**src/rtl/cmd_seq_defs.svh**
```systemverilog
// Offsets, field positions, reset values and codes of the command sequencer.
// Assumes inclusion by bare name from the package or module that needs them.
`ifndef CMD_SEQ_DEFS_SVH
`define CMD_SEQ_DEFS_SVH
// Register byte addresses on the Avalon slave
`define OFS_STB       8'h00
`define OFS_SRE       8'h04
`define OFS_ESR       8'h08
`define OFS_ESE       8'h0c
`define OFS_POLL_EN   8'h10
`define OFS_ERRQ      8'h14
`define OFS_MISC      8'h18
`define OFS_LIMIT     8'h1c
`define OFS_OPER      8'h20
`define OFS_QUES      8'h40
// Part offsets inside one five-part status register
`define PART_COND     3'h0
`define PART_PTR      3'h1
`define PART_NTR      3'h2
`define PART_EVT      3'h3
`define PART_ENA      3'h4
// Event register bits
`define ESR_OPC       0
`define ESR_QYE       2
`define ESR_EXE       4
`define ESR_CME       5
// Status byte bits, then the operation register's wait-for-trigger bit
`define STB_EQ        2
`define STB_QUES      3
`define STB_MAV       4
`define STB_ESB       5
`define STB_MSS       6
`define STB_OPER      7
`define OPER_WTRIG    3
// Reset values and the completion query reply
`define RST_LIMIT     16'h7fff
`define RST_PTR       16'h7fff
`define OPC_REPLY     16'h0001
// Error queue codes, values arbitrary, then the queue depth
`define ERR_SYNTAX    8'h01
`define ERR_EXEC      8'h02
`define ERR_QUERY     8'h03
`define ERRQ_DEPTH    3'h4
`endif

```
**src/rtl/cmd_seq_pkg.sv**
```systemverilog
// Types shared by the command sequencer and its bench.
// Assumes nothing beyond the defines header.
package cmd_seq_pkg;
    // Kind of item handed over by the input unit
    typedef enum logic [3:0] {
        K_SET  = 4'h0,
        K_QRY  = 4'h1,
        K_SEP  = 4'h2,
        K_TERM = 4'h3,
        K_GET  = 4'h4,
        K_OPC  = 4'h5,
        K_OPCQ = 4'h6,
        K_WAI  = 4'h7,
        K_SERR = 4'h8
    } cmd_kind_t;

    typedef struct packed {
        logic             ack;
        logic [31:0]      rdata;
        logic [15:0]      pend_set;
        logic [15:0]      applied_set;
        logic             dirty;
        logic             outstanding;
        logic             hw_valid;
        logic [15:0]      hw_data;
        logic             trig;
        logic             opc_wait;
        logic             opcq_wait;
        logic             wai;
        logic             out_full;
        logic [15:0]      out_data;
        logic             talk_valid;
        logic [15:0]      talk_data;
        logic [7:0]       esr;
        logic [7:0]       ese;
        logic [7:0]       sre;
        logic [7:0]       poll_mask;
        logic [15:0]      limit;
        logic [1:0][15:0] cond;
        logic [1:0][15:0] ptr;
        logic [1:0][15:0] ntr;
        logic [1:0][15:0] evt;
        logic [1:0][15:0] ena;
        logic [3:0][7:0]  eq;
        logic [2:0]       eq_cnt;
    } state_t;
endpackage

```
**src/rtl/cmd_seq.sv**
```systemverilog
// Command sequencer with status reporting top and Avalon-MM register slave.
// Assumes input unit, hardware and talker logic all run on sys_clk.
//
// Behaviour
// - Commands handled in arrival order; clear first
// - Syntax errors reported, line analysis continues
// - Separator, terminator apply settings; clear request discards pending ones
// - Settings stored; forwarded only on apply
// - Check before transfer; error rolls back
// - Query places stored setting in output buffer
// - Talker with nothing pending: query error
// - Operation complete sets event bit 0
// - Completion query writes 1 once settled
// - Wait command stalls handshake until settled
// - Status byte and enable top hierarchy
// - Individual flag masked by poll enable
// - Message-available bit follows output buffer
// - Status registers: five 16-bit parts
// - Bit 15 of every part reads zero
// - Operation bit 3 means waiting for trigger
// - Errors queued; queue and registers readable
// - Transition filters decide which edges latch
// - Event read returns contents then clears
// - Enabled events ORed into summary bit
// - Condition part read-only, follows live state
//
// Implementation choices: the register offsets and register access over Avalon-MM.
`include "cmd_seq_defs.svh"
`timescale 1ns/1ps
`default_nettype none

module cmd_seq (
    input  wire logic                     sys_clk,
    input  wire logic                     rst_b,
    // Avalon-MM slave
    input  wire logic [7:0]               address,
    input  wire logic                     read,
    input  wire logic                     write,
    input  wire logic [31:0]              writedata,
    output logic [31:0]                   readdata,
    output logic                          waitrequest,
    // Items from the input unit
    input  wire logic                     cmd_valid,
    input  wire cmd_seq_pkg::cmd_kind_t   cmd_kind,
    input  wire logic [15:0]              cmd_data,
    output logic                          cmd_ready,
    input  wire logic                     dev_clear,
    // Hardware side
    output logic                          hw_set_valid,
    output logic [15:0]                   hw_set_data,
    input  wire logic                     hw_done,
    output logic                          trigger,
    // Live conditions
    input  wire logic                     trig_waiting,
    input  wire logic [14:0]              oper_cond_in,
    input  wire logic [14:0]              ques_cond_in,
    // Talker side
    input  wire logic                     talk_req,
    output logic                          talk_valid,
    output logic [15:0]                   talk_data,
    // Status outputs
    output logic                          srq,
    output logic                          individual_status_flag,
    output logic                          settled
);
    cmd_seq_pkg::state_t s;
    cmd_seq_pkg::state_t next_s;
    logic [7:0]          stb;
    logic [1:0]          summ;
    logic                req;
    logic                acc;
    logic                take;

    // Latch enabled transitions into the event part
    function automatic logic [15:0] edge_set(input logic [15:0] old_c, input logic [15:0] new_c,
                                             input logic [15:0] p, input logic [15:0] n);
        edge_set = ((~old_c & new_c & p) | (old_c & ~new_c & n)) & 16'h7fff;
    endfunction

    // Append an error code; a full queue keeps its oldest entries
    function automatic cmd_seq_pkg::state_t push_err(input cmd_seq_pkg::state_t st,
                                                     input logic [7:0] code);
        push_err = st;
        if (st.eq_cnt != `ERRQ_DEPTH) begin
            push_err.eq[st.eq_cnt[1:0]] = code;
            push_err.eq_cnt = st.eq_cnt + 3'h1;
        end
    endfunction

    // Read mux for one five-part register
    function automatic logic [15:0] part_rd(input cmd_seq_pkg::state_t st, input int unsigned r,
                                            input logic [2:0] part);
        case (part)
            `PART_COND: part_rd = st.cond[r];
            `PART_PTR:  part_rd = st.ptr[r];
            `PART_NTR:  part_rd = st.ntr[r];
            `PART_EVT:  part_rd = st.evt[r];
            `PART_ENA:  part_rd = st.ena[r];
            default:    part_rd = 16'h0000;
        endcase
    endfunction

    // Summaries and status byte; bit 6 summarises the others
    always_comb begin
        for (int r = 0; r < 2; r++) begin
            summ[r] = |(s.evt[r] & s.ena[r]);
        end
        stb = 8'h00;
        stb[`STB_EQ]   = (s.eq_cnt != 3'h0);
        stb[`STB_QUES] = summ[1];
        stb[`STB_MAV]  = s.out_full;
        stb[`STB_ESB]  = |(s.esr & s.ese);
        stb[`STB_OPER] = summ[0];
        stb[`STB_MSS]  = |(stb & s.sre & 8'hbf);
    end

    // Handshake outputs; a wait command or a clear holds the input unit off
    assign req         = read | write;
    assign acc         = req & ~s.ack;
    assign waitrequest = req & ~s.ack;
    assign cmd_ready   = ~s.wai & ~dev_clear;
    assign take        = cmd_valid & cmd_ready;
    assign settled     = ~s.outstanding & ~s.dirty;

    // Next-state logic for the whole block
    always_comb begin
        logic [15:0] new_c;
        logic        do_apply;
        new_c    = 16'h0000;
        do_apply = 1'b0;
        next_s = s;
        next_s.ack        = acc;
        next_s.hw_valid   = 1'b0;
        next_s.trig       = 1'b0;
        next_s.talk_valid = 1'b0;

        // Condition parts track live state only
        for (int r = 0; r < 2; r++) begin
            if (r == 0) begin
                new_c = {1'b0, oper_cond_in[14:4], trig_waiting, oper_cond_in[2:0]};
            end else begin
                new_c = {1'b0, ques_cond_in};
            end
            next_s.cond[r] = new_c;
        end

        // Transfer bookkeeping from the hardware
        if (hw_done) begin
            next_s.outstanding = 1'b0;
        end

        // Completion actions wait for the hardware to settle
        if (settled && s.opc_wait) begin
            next_s.opc_wait = 1'b0;
            next_s.esr[`ESR_OPC] = 1'b1;
        end
        if (settled && s.opcq_wait && !s.out_full) begin
            next_s.opcq_wait = 1'b0;
            next_s.out_full  = 1'b1;
            next_s.out_data  = `OPC_REPLY;
        end
        if (settled && s.wai) begin
            next_s.wai = 1'b0;
        end

        // Recognizer: one item per cycle, strictly in order
        if (dev_clear) begin
            next_s.pend_set  = s.applied_set;
            next_s.dirty     = 1'b0;
            next_s.opc_wait  = 1'b0;
            next_s.opcq_wait = 1'b0;
            next_s.wai       = 1'b0;
            next_s.out_full  = 1'b0;
        end else if (take) begin
            case (cmd_kind)
                cmd_seq_pkg::K_SET: begin
                    next_s.pend_set = cmd_data;
                    next_s.dirty    = 1'b1;
                end
                cmd_seq_pkg::K_QRY: begin
                    next_s.out_full = 1'b1;
                    next_s.out_data = s.pend_set;
                end
                cmd_seq_pkg::K_SEP, cmd_seq_pkg::K_TERM: begin
                    do_apply = s.dirty;
                end
                cmd_seq_pkg::K_GET: begin
                    next_s.trig = 1'b1;
                end
                cmd_seq_pkg::K_OPC: begin
                    next_s.opc_wait = 1'b1;
                end
                cmd_seq_pkg::K_OPCQ: begin
                    next_s.opcq_wait = 1'b1;
                end
                cmd_seq_pkg::K_WAI: begin
                    next_s.wai = ~settled;
                end
                cmd_seq_pkg::K_SERR: begin
                    next_s.esr[`ESR_CME] = 1'b1;
                    next_s = push_err(next_s, `ERR_SYNTAX);
                end
                default: begin
                    next_s.esr[`ESR_CME] = 1'b1;
                end
            endcase
        end

        // Consistency check just before transfer; failure rolls back
        if (do_apply) begin
            next_s.dirty = 1'b0;
            if (s.pend_set > s.limit) begin
                next_s.pend_set = s.applied_set;
                next_s.esr[`ESR_EXE] = 1'b1;
                next_s = push_err(next_s, `ERR_EXEC);
            end else begin
                next_s.applied_set = s.pend_set;
                next_s.hw_valid    = 1'b1;
                next_s.hw_data     = s.pend_set;
                next_s.outstanding = 1'b1;
            end
        end

        // Talker addressed: send buffer, wait for pending reply, or flag
        if (talk_req && !dev_clear) begin
            if (s.out_full) begin
                next_s.talk_valid = 1'b1;
                next_s.talk_data  = s.out_data;
                next_s.out_full   = take && (cmd_kind == cmd_seq_pkg::K_QRY);
            end else if (!s.opcq_wait && !(take && cmd_kind == cmd_seq_pkg::K_QRY)) begin
                next_s.esr[`ESR_QYE] = 1'b1;
                next_s = push_err(next_s, `ERR_QUERY);
            end
        end

        // Register bus access; the answer stands one cycle after the request
        // Reads act when taken; writes land at the edge that completes the access
        if ((acc && read) || (write && s.ack)) begin
            next_s.rdata = 32'h0000_0000;
            if (address >= `OFS_OPER && address < `OFS_QUES + 8'h14 && address[1:0] == 2'h0) begin
                for (int r = 0; r < 2; r++) begin
                    if (address[7:5] == (3'h1 + 3'(r))) begin
                        if (read) begin
                            next_s.rdata = {16'h0000, part_rd(s, r, address[4:2])};
                            if (address[4:2] == `PART_EVT) begin
                                next_s.evt[r] = 16'h0000;
                            end
                        end else begin
                            case (address[4:2])
                                `PART_PTR: next_s.ptr[r] = writedata[15:0] & 16'h7fff;
                                `PART_NTR: next_s.ntr[r] = writedata[15:0] & 16'h7fff;
                                `PART_ENA: next_s.ena[r] = writedata[15:0] & 16'h7fff;
                                default: ;
                            endcase
                        end
                    end
                end
            end else begin
                case (address)
                    `OFS_STB: next_s.rdata = {24'h0, stb};
                    `OFS_SRE: begin
                        next_s.rdata = {24'h0, s.sre};
                        if (write) next_s.sre = writedata[7:0] & 8'hbf;
                    end
                    `OFS_ESR: if (read) begin
                        next_s.rdata = {24'h0, s.esr};
                        next_s.esr = next_s.esr & ~s.esr; // Bits set this cycle survive
                    end
                    `OFS_ESE: begin
                        next_s.rdata = {24'h0, s.ese};
                        if (write) next_s.ese = writedata[7:0];
                    end
                    `OFS_POLL_EN: begin
                        next_s.rdata = {24'h0, s.poll_mask};
                        if (write) next_s.poll_mask = writedata[7:0];
                    end
                    `OFS_ERRQ: if (read && s.eq_cnt != 3'h0) begin
                        next_s.rdata = {24'h0, s.eq[0]};
                        next_s.eq = {8'h00, next_s.eq[3:1]}; // Keeps a same-cycle push
                        next_s.eq_cnt = next_s.eq_cnt - 3'h1;
                    end
                    `OFS_MISC: next_s.rdata = {28'h0, s.outstanding, s.dirty, settled,
                                               individual_status_flag};
                    `OFS_LIMIT: begin
                        next_s.rdata = {16'h0, s.limit};
                        if (write) next_s.limit = writedata[15:0];
                    end
                    default: next_s.rdata = 32'h0000_0000;
                endcase
            end
            if (write) next_s.rdata = 32'h0000_0000;
        end

        // Edge filters last, so a new event beats a read-clear
        for (int r = 0; r < 2; r++) begin
            next_s.evt[r] = next_s.evt[r] | edge_set(s.cond[r], next_s.cond[r], s.ptr[r],
                                                     s.ntr[r]);
        end
    end

    // Single state register
    always_ff @(posedge sys_clk) begin
        if (!rst_b) begin
            s       <= '0;
            s.limit <= `RST_LIMIT;
            s.ptr   <= {`RST_PTR, `RST_PTR};
        end else begin
            s <= next_s;
        end
    end

    // Registered data outputs; status flags decoded combinationally from the state
    assign readdata               = s.rdata;
    assign hw_set_valid           = s.hw_valid;
    assign hw_set_data            = s.hw_data;
    assign trigger                = s.trig;
    assign talk_valid             = s.talk_valid;
    assign talk_data              = s.talk_data;
    assign srq                    = stb[`STB_MSS];
    assign individual_status_flag = |(stb & s.poll_mask);

endmodule // cmd_seq

`default_nettype wire

```
**config.mk**
```make
export PLATFORM = sky130hd
export DESIGN_NAME = cmd_seq
export DESIGN_NICKNAME = d
export VERILOG_FILES = /design/src/rtl/cmd_seq_pkg.sv /design/src/rtl/cmd_seq.sv
export VERILOG_INCLUDE_DIRS = /design/src /design/src/rtl
export SDC_FILE = /design/constraint.sdc
export NUM_CORES = 1
export LEC_CHECK = 0
export BUFFER_PORTS_ARGS = -buffer_cell sky130_fd_sc_hd__buf_2
export CAP_MARGIN = 40
export CORE_ASPECT_RATIO = 1.4
export CORE_MARGIN = 2
export CORE_UTILIZATION = 45
export CTS_CLUSTER_SIZE = 30
export DETAILED_ROUTE_END_ITERATION = 8
export SKIP_CTS_REPAIR_TIMING = 1
export SYNTH_ARGS = -nofsm -noshare
export SYNTH_HDL_FRONTEND = slang
export SYNTH_SLANG_ARGS = --single-unit
export TNS_END_PERCENT = 20
```
**constraint.sdc**
```tcl
create_clock -name sys_clk -period 5.65 [get_ports sys_clk]
set_clock_uncertainty 0.2 [all_clocks]
set_input_delay 0.2825 -clock sys_clk [delete_from_list [all_inputs] [get_ports sys_clk]]
set_output_delay 0.2825 -clock sys_clk [all_outputs]
set_load 0.005 [all_outputs]
```
After elaboration in Yosys (flattened, before gate mapping)
Index checks and enable logic that the tools add are counted.
{"block": "word_totals", "out_inout_bits": 72, "ff_bits": 365, "word_cells": 245, "input_bits": 99}
{"block": "op_classes", "addsub": 4, "muxes": 97, "magnitude_cmp": 9, "reduce_logical": 32, "n_eq_ne": 24, "bitwise": 43}
{"op": "2-to-1 mux 332 bit", "count": 2}
{"op": "2-to-1 mux 16 bit", "count": 33}
{"op": "2-to-1 mux 238 bit", "count": 2}
{"op": "2-to-1 mux 277 bit", "count": 1}
{"op": "2-to-1 mux 276 bit", "count": 1}
{"op": "2-to-1 mux 35 bit", "count": 7}
{"op": "2-to-1 mux 240 bit", "count": 1}
{"op": "2-to-1 mux 163 bit", "count": 1}
{"op": "2-to-1 mux 32 bit", "count": 5}
{"op": "case mux 16 bit (5 select lines)", "count": 2}
{"op": "2-to-1 mux 128 bit", "count": 1}
{"op": "case mux 16 bit (8 select lines)", "count": 1}
{"op": "AND 15 bit", "count": 8}
{"op": "2-to-1 mux 8 bit", "count": 13}
{"op": "2-to-1 mux 48 bit", "count": 2}
{"op": "inverter 15 bit", "count": 4}
{"op": "AND 28 bit", "count": 2}
{"op": "inverter 28 bit", "count": 2}
{"op": "2-to-1 mux 17 bit", "count": 3}
{"op": "demux 8 bit (select 2 bit)", "count": 3}
{"op": "AND 16 bit", "count": 2}
{"op": "AND 8 bit", "count": 4}
{"op": "equality test 8 x 5 -> 1 bit (second input constant)", "count": 4}
{"op": "bitwise OR 16 x 15 -> 16 bit", "count": 2}
{"op": "42 further kinds", "count": 103}

Logic depth before layout (Yosys ltp)
{"block": "depth", "word_depth": 35, "depth_mapped": 19, "mapped_depth_nobuf": 18}

Least setup slack after synthesis
Ideal clock, no wire load.
{"block": "synth_timing", "kind": "input to register", "startpoint": "input port cmd_kind[1]", "endpoint": "register s[1] (netlist bit)", "slack_ps": 1861, "n_path_buf": 1, "setup_time_ps": 70, "t_arrival_ps": 3519, "required_time_ps": 5380, "path_stages": 19, "path_cell_list": "clkbuf_1 > nor3_1 > and2_1 > a21boi_4 > xnor2_2 > inv_1 > ha_1 > a21oi_1 > a21oi_1 > nor2_1 > inv_1 > ha_1 > inv_1 > o31ai_2 > xor2_1 > ha_1 > nand2_1 > nand2_1 > a21oi_1"}
{"block": "synth_via", "elab_chain_len": 18, "word_cells_on_any_way": 30, "cone_classes": "add/sub: 3; eq/ne: 6; mux: 17; reduce/logical: 4"}
{"element": "from (decl)", "line_no": "cmd_seq.sv:44", "source": "input wire cmd_seq_pkg::cmd_kind_t cmd_kind,"}
{"element": "equality test 4 bit", "line_no": "cmd_seq.sv:175", "source": "case (cmd_kind)"}
{"element": "2-to-1 mux 35 bit", "line_no": "cmd_seq.sv:175"}
{"element": "2-to-1 mux 332 bit", "line_no": "cmd_seq.sv:174", "source": "end else if (take) begin"}
{"element": "2-to-1 mux 276 bit", "line_no": "cmd_seq.sv:167", "source": "if (dev_clear) begin"}
{"element": "adder 3 x 1 -> 3 bit / != test 3 bit (equally long branches)"}
{"element": "2-to-1 mux 35 bit", "line_no": "cmd_seq.sv:84", "source": "if (st.eq_cnt != `ERRQ_DEPTH) begin"}
{"element": "2-to-1 mux 240 bit", "line_no": "cmd_seq.sv:212", "source": "if (s.pend_set > s.limit) begin"}
{"element": "2-to-1 mux 332 bit", "line_no": "cmd_seq.sv:210", "source": "if (do_apply) begin"}
{"element": "[... 2 more ...]"}
{"element": "2-to-1 mux 238 bit", "line_no": "cmd_seq.sv:230", "source": "end else if (!s.opcq_wait && !(take && cmd_kind == cmd_seq_pkg::K_QRY)) begin"}
{"element": "2-to-1 mux 238 bit", "line_no": "cmd_seq.sv:226", "source": "if (s.out_full) begin"}
{"element": "2-to-1 mux 277 bit (*)", "line_no": "cmd_seq.sv:225", "source": "if (talk_req && !dev_clear) begin"}
{"element": "subtractor 3 x 1 -> 3 bit", "line_no": "cmd_seq.sv:280", "source": "next_s.eq_cnt = next_s.eq_cnt - 3'h1;"}
{"element": "2-to-1 mux 35 bit", "line_no": "cmd_seq.sv:277", "source": "`OFS_ERRQ: if (read && s.eq_cnt != 3'h0) begin"}
{"element": "2-to-1 mux 35 bit", "line_no": "cmd_seq.sv:259", "source": "case (address)"}
{"element": "2-to-1 mux 35 bit", "line_no": "cmd_seq.sv:240", "source": "if (address >= `OFS_OPER && address < `OFS_QUES + 8'h14 && address[1:0] == 2'h0) begin"}
{"element": "2-to-1 mux 163 bit (*)", "line_no": "cmd_seq.sv:238", "source": "if ((acc && read) || (write && s.ack)) begin"}
{"element": "to (signal assigned)", "line_no": "cmd_seq.sv:308", "source": "s <= next_s;"}
{"element": "to (decl)", "line_no": "cmd_seq.sv:66", "source": "cmd_seq_pkg::state_t s;"}
Mark *: on every way between the ends. The rest lies on a longest branch, timed or not.
A chain may end at the register's enable or synchronous reset.

Final worst setup path
{"block": "layout_timing", "startpoint": "input port cmd_kind[0]", "endpoint": "register s[1] (netlist bit)"}
Same word-level chain as after synthesis.

==> impl_metrics.toml <==
[detailed_routing]
vias_per_cell = 5.70
wl_mm = 47.7
via_count = 13859
drt_pass1_iterations = 6
wl_per_cell_microns = 19.6
drc = 0
ant_nets = 0
drt_iter0_markers = 1316

[timing]
tightest_slew_ns = 0.915
finalSetupTns_ns = 0
finalMaxSlewViolations = 0
slew_headroom_pct = 38.9
hold_viol = 0
min_period_ns = 4.40
rsz0062_at_grt = "false"
fmax_mhz = 227
setup_violations = 0
min_period_over_period_pct = 77.9

[worst_setup_path]
cp_max_fo = 7
max_stage_delay_ns = 0.54
rr_startpoint = "s[210]"
crit_type = "primary input to flop"
critical_path.top_delay_family = "buffers and inverters"
cp_cell_sequence = "dlygate4sd3_1, buf_2, nor3_1, and2_1, a21boi_4, xnor2_2, inv_1, ha_1, a21oi_1, a21oi_1, nor2_1, inv_1, ha_1, inv_1, o31ai_2, xor2_1, ha_1, nand2_1, nand2_1, a21oi_1"
cp.arrival_ns = 4.67
worstPathRequired_ns = 5.92
cp_slowest_cell = "dlygate4sd3_1"
critPathCaptureType = "flop"
startpoint_type = "primary input"
crit_path_start = "cmd_kind[0]"
crit_buf_inv = 5

[logic_synthesis]
synth_commonest_cells = "dfxtp_1, nor2_1, nand2_1"
yosysUniqueCellTypes = 73
synth-edff-count = 0
syn_inst = 1844
synthTopCellsByArea = "dfxtp_1, nor2_1, a21oi_1"
yosysMostFrequentCell = "dfxtp_1"
synth_seq_cells = 334
yosys.area.top_type = "dfxtp_1"
ys_seq_area_share_pct = 43.2
synth_flop_cell = "dfxtp_1"
synthArstFlopShare_pct = 0
synth_top_area_share_pct = 43.2
ys_warn_count = 0
syn_area_sq_mm = 0.0155
avgSynthCellArea_sq_um = 8.40

[cts]
clk_pin_slew_ns = 0.06
numCtsBuffers = 35
clock_latency_ns = 0.53
cts_htree_levels = 2
cts_root_buffer = "clkbuf_16"
cts_tree = "built"
cts.sinks = 334
cts_buffer_depth = 3

[grt]
grt_busiest_layer = "met2"
grt_use_met2_pct = 45.8
gr-usage-met1_pct = 30.7
grt_overflow = 0
met3_usage_pct = 3.61
grt_use_total_pct = 25.9
grt_pass1_vias = 12969
grt_max_degree = 112
grt_pass1_wl_mm = 73.2
grt_antenna_before_repair = 0

[finish]
nNetsFinal = 2082
n_fill_cell = 3275
register_area_sq_mm = 0.00669
layout-drive-gt1-share_pct = 13.9
final_cell_area_sq_mm = 0.0181
syn2layout_area_growth_pct = 17.0
final_cells = 2432
multi_input_area_sq_mm = 0.00781
final_core_util_pct = 53.2

[floorplanning]
num_rows = 80
core_area_sq_mm = 0.0340
die_area_sq_mm = 0.0359
die_h_microns = 223
io_pins = 171
die_w_microns = 161
start_util_pct = 45.5

[hold_path]
hp-class = "primary input to flop"
min-delay-start = "cmd_kind[2]"

[power]
p_leak_nw = 7.30
power_density_mw_per_mm2 = 296
vdd_drop_max_mv = 0.220
p_total_mw = 5.37

[placement]
place_congestion = 0.892
numPortBuffers = 137
dpl.cell_count = 2301
placed_area_sq_mm = 0.0162
dp_hpwl_mm = 32.6

[job]
cap_violations = 0

[status]
status = "finished, final reports clean"
routing by layer:
metal | vias up | wire [microns]
met3 | 134 | 2530
li1 | 6677 | -
met2 | 445 | 24000
met5 | - | 0
met1 | 6603 | 18800
met4 | 0 | 2420
area by class of cell:
cell class                      count  area share [%]
Sequential cell                   334            36.9
Clock inverter                     18            1.56
Timing Repair Buffer              239            9.11
Multi-Input combinational cell   1310            43.1
Antenna cell                        1          0.0138
Clock buffer                       45            5.44
Tap cell                          451            3.12
Inverter                           34           0.732
flip-flops by register name, summed over array words and instances, names as in the netlist:
name          cells
hw_set_data      16
hw_set_valid      1
readdata         16
s               283
talk_data        16
talk_valid        1
trigger           1
cell families (layout without fill, tap and decap cells):
family                     count (synthesis)  after routing  synth area share [%]
muxes                                     79             79                  5.69
DFF                                      334            334                  43.2
buffers and inverters                    215            336                  6.99
other                                      1             17                0.0242
xor gates and xnor gates                   2              2                 0.162
adders and majority gates                 29             29                  2.34
and+or+nand+nor                          691            691                  20.9
AOI/OAI and AO/OA                        493            493                  20.8
worst paths after layout:
kind / end / slack [ns] / cells after the start
setup reg to reg: s[1] / 1.27 / 17
hold reg to reg: talk_data[9] / 0.25 / 2
hold / removal: s[299] / 0.01 / 3
setup / recovery: s[1] / 1.25 / 20
placed cells by master, fill, tap and decap left out, drive strengths merged, types with 3 or more instances in the layout:
master / synthesis / layout
clkinv: 0 / 9
o211ai: 46 / 46
a31oi: 9 / 9
o311a: 3 / 3
a32o: 20 / 20
dlygate4sd3: 0 / 67
mux4: 7 / 7
a32oi: 7 / 7
ha: 29 / 29
nand3: 24 / 24
clkbuf: 97 / 45
nand2: 232 / 232
nor4: 7 / 7
a21oi: 193 / 193
dfxtp: 334 / 334
o21ai: 58 / 58
and2: 44 / 44
nand4: 10 / 10
buf: 84 / 172
o22ai: 23 / 23
and3: 19 / 19
nand3b: 34 / 34
a221oi: 8 / 8
nor2: 264 / 264
a22oi: 76 / 76
nor2b: 9 / 9
mux2i: 70 / 70
bufinv: 0 / 7
nand2b: 9 / 9
nor3b: 4 / 4
or4: 4 / 4
a222oi: 6 / 6
inv: 34 / 35
a2111oi: 5 / 5
a211oi: 23 / 23
conb: 1 / 16
nor3: 22 / 22
through the flow:
step                setup WS (ns)  hold slack [ns]
floorplan                    1.86            0.159
global placement             1.30            0.238
detailed placement           1.19            0.243
CTS                          1.34           -0.239
global route                0.877           0.0244
finish                       1.25           0.0133
tightest hold or removal path, stage by stage:
cell and delay (ns):
buf_2 0.17, nor4_4 0.09, a211oi_1 0.16
report_power, final:
group	internal, mW	leakage (nW)	switching, mW
clock	1.56	0.626	0.985
sequential	2.40	2.71	0.0369
combinational	0.154	3.96	0.240
total	4.11	7.30	1.26
No activity file was read; power rests on OpenSTA's default activity.
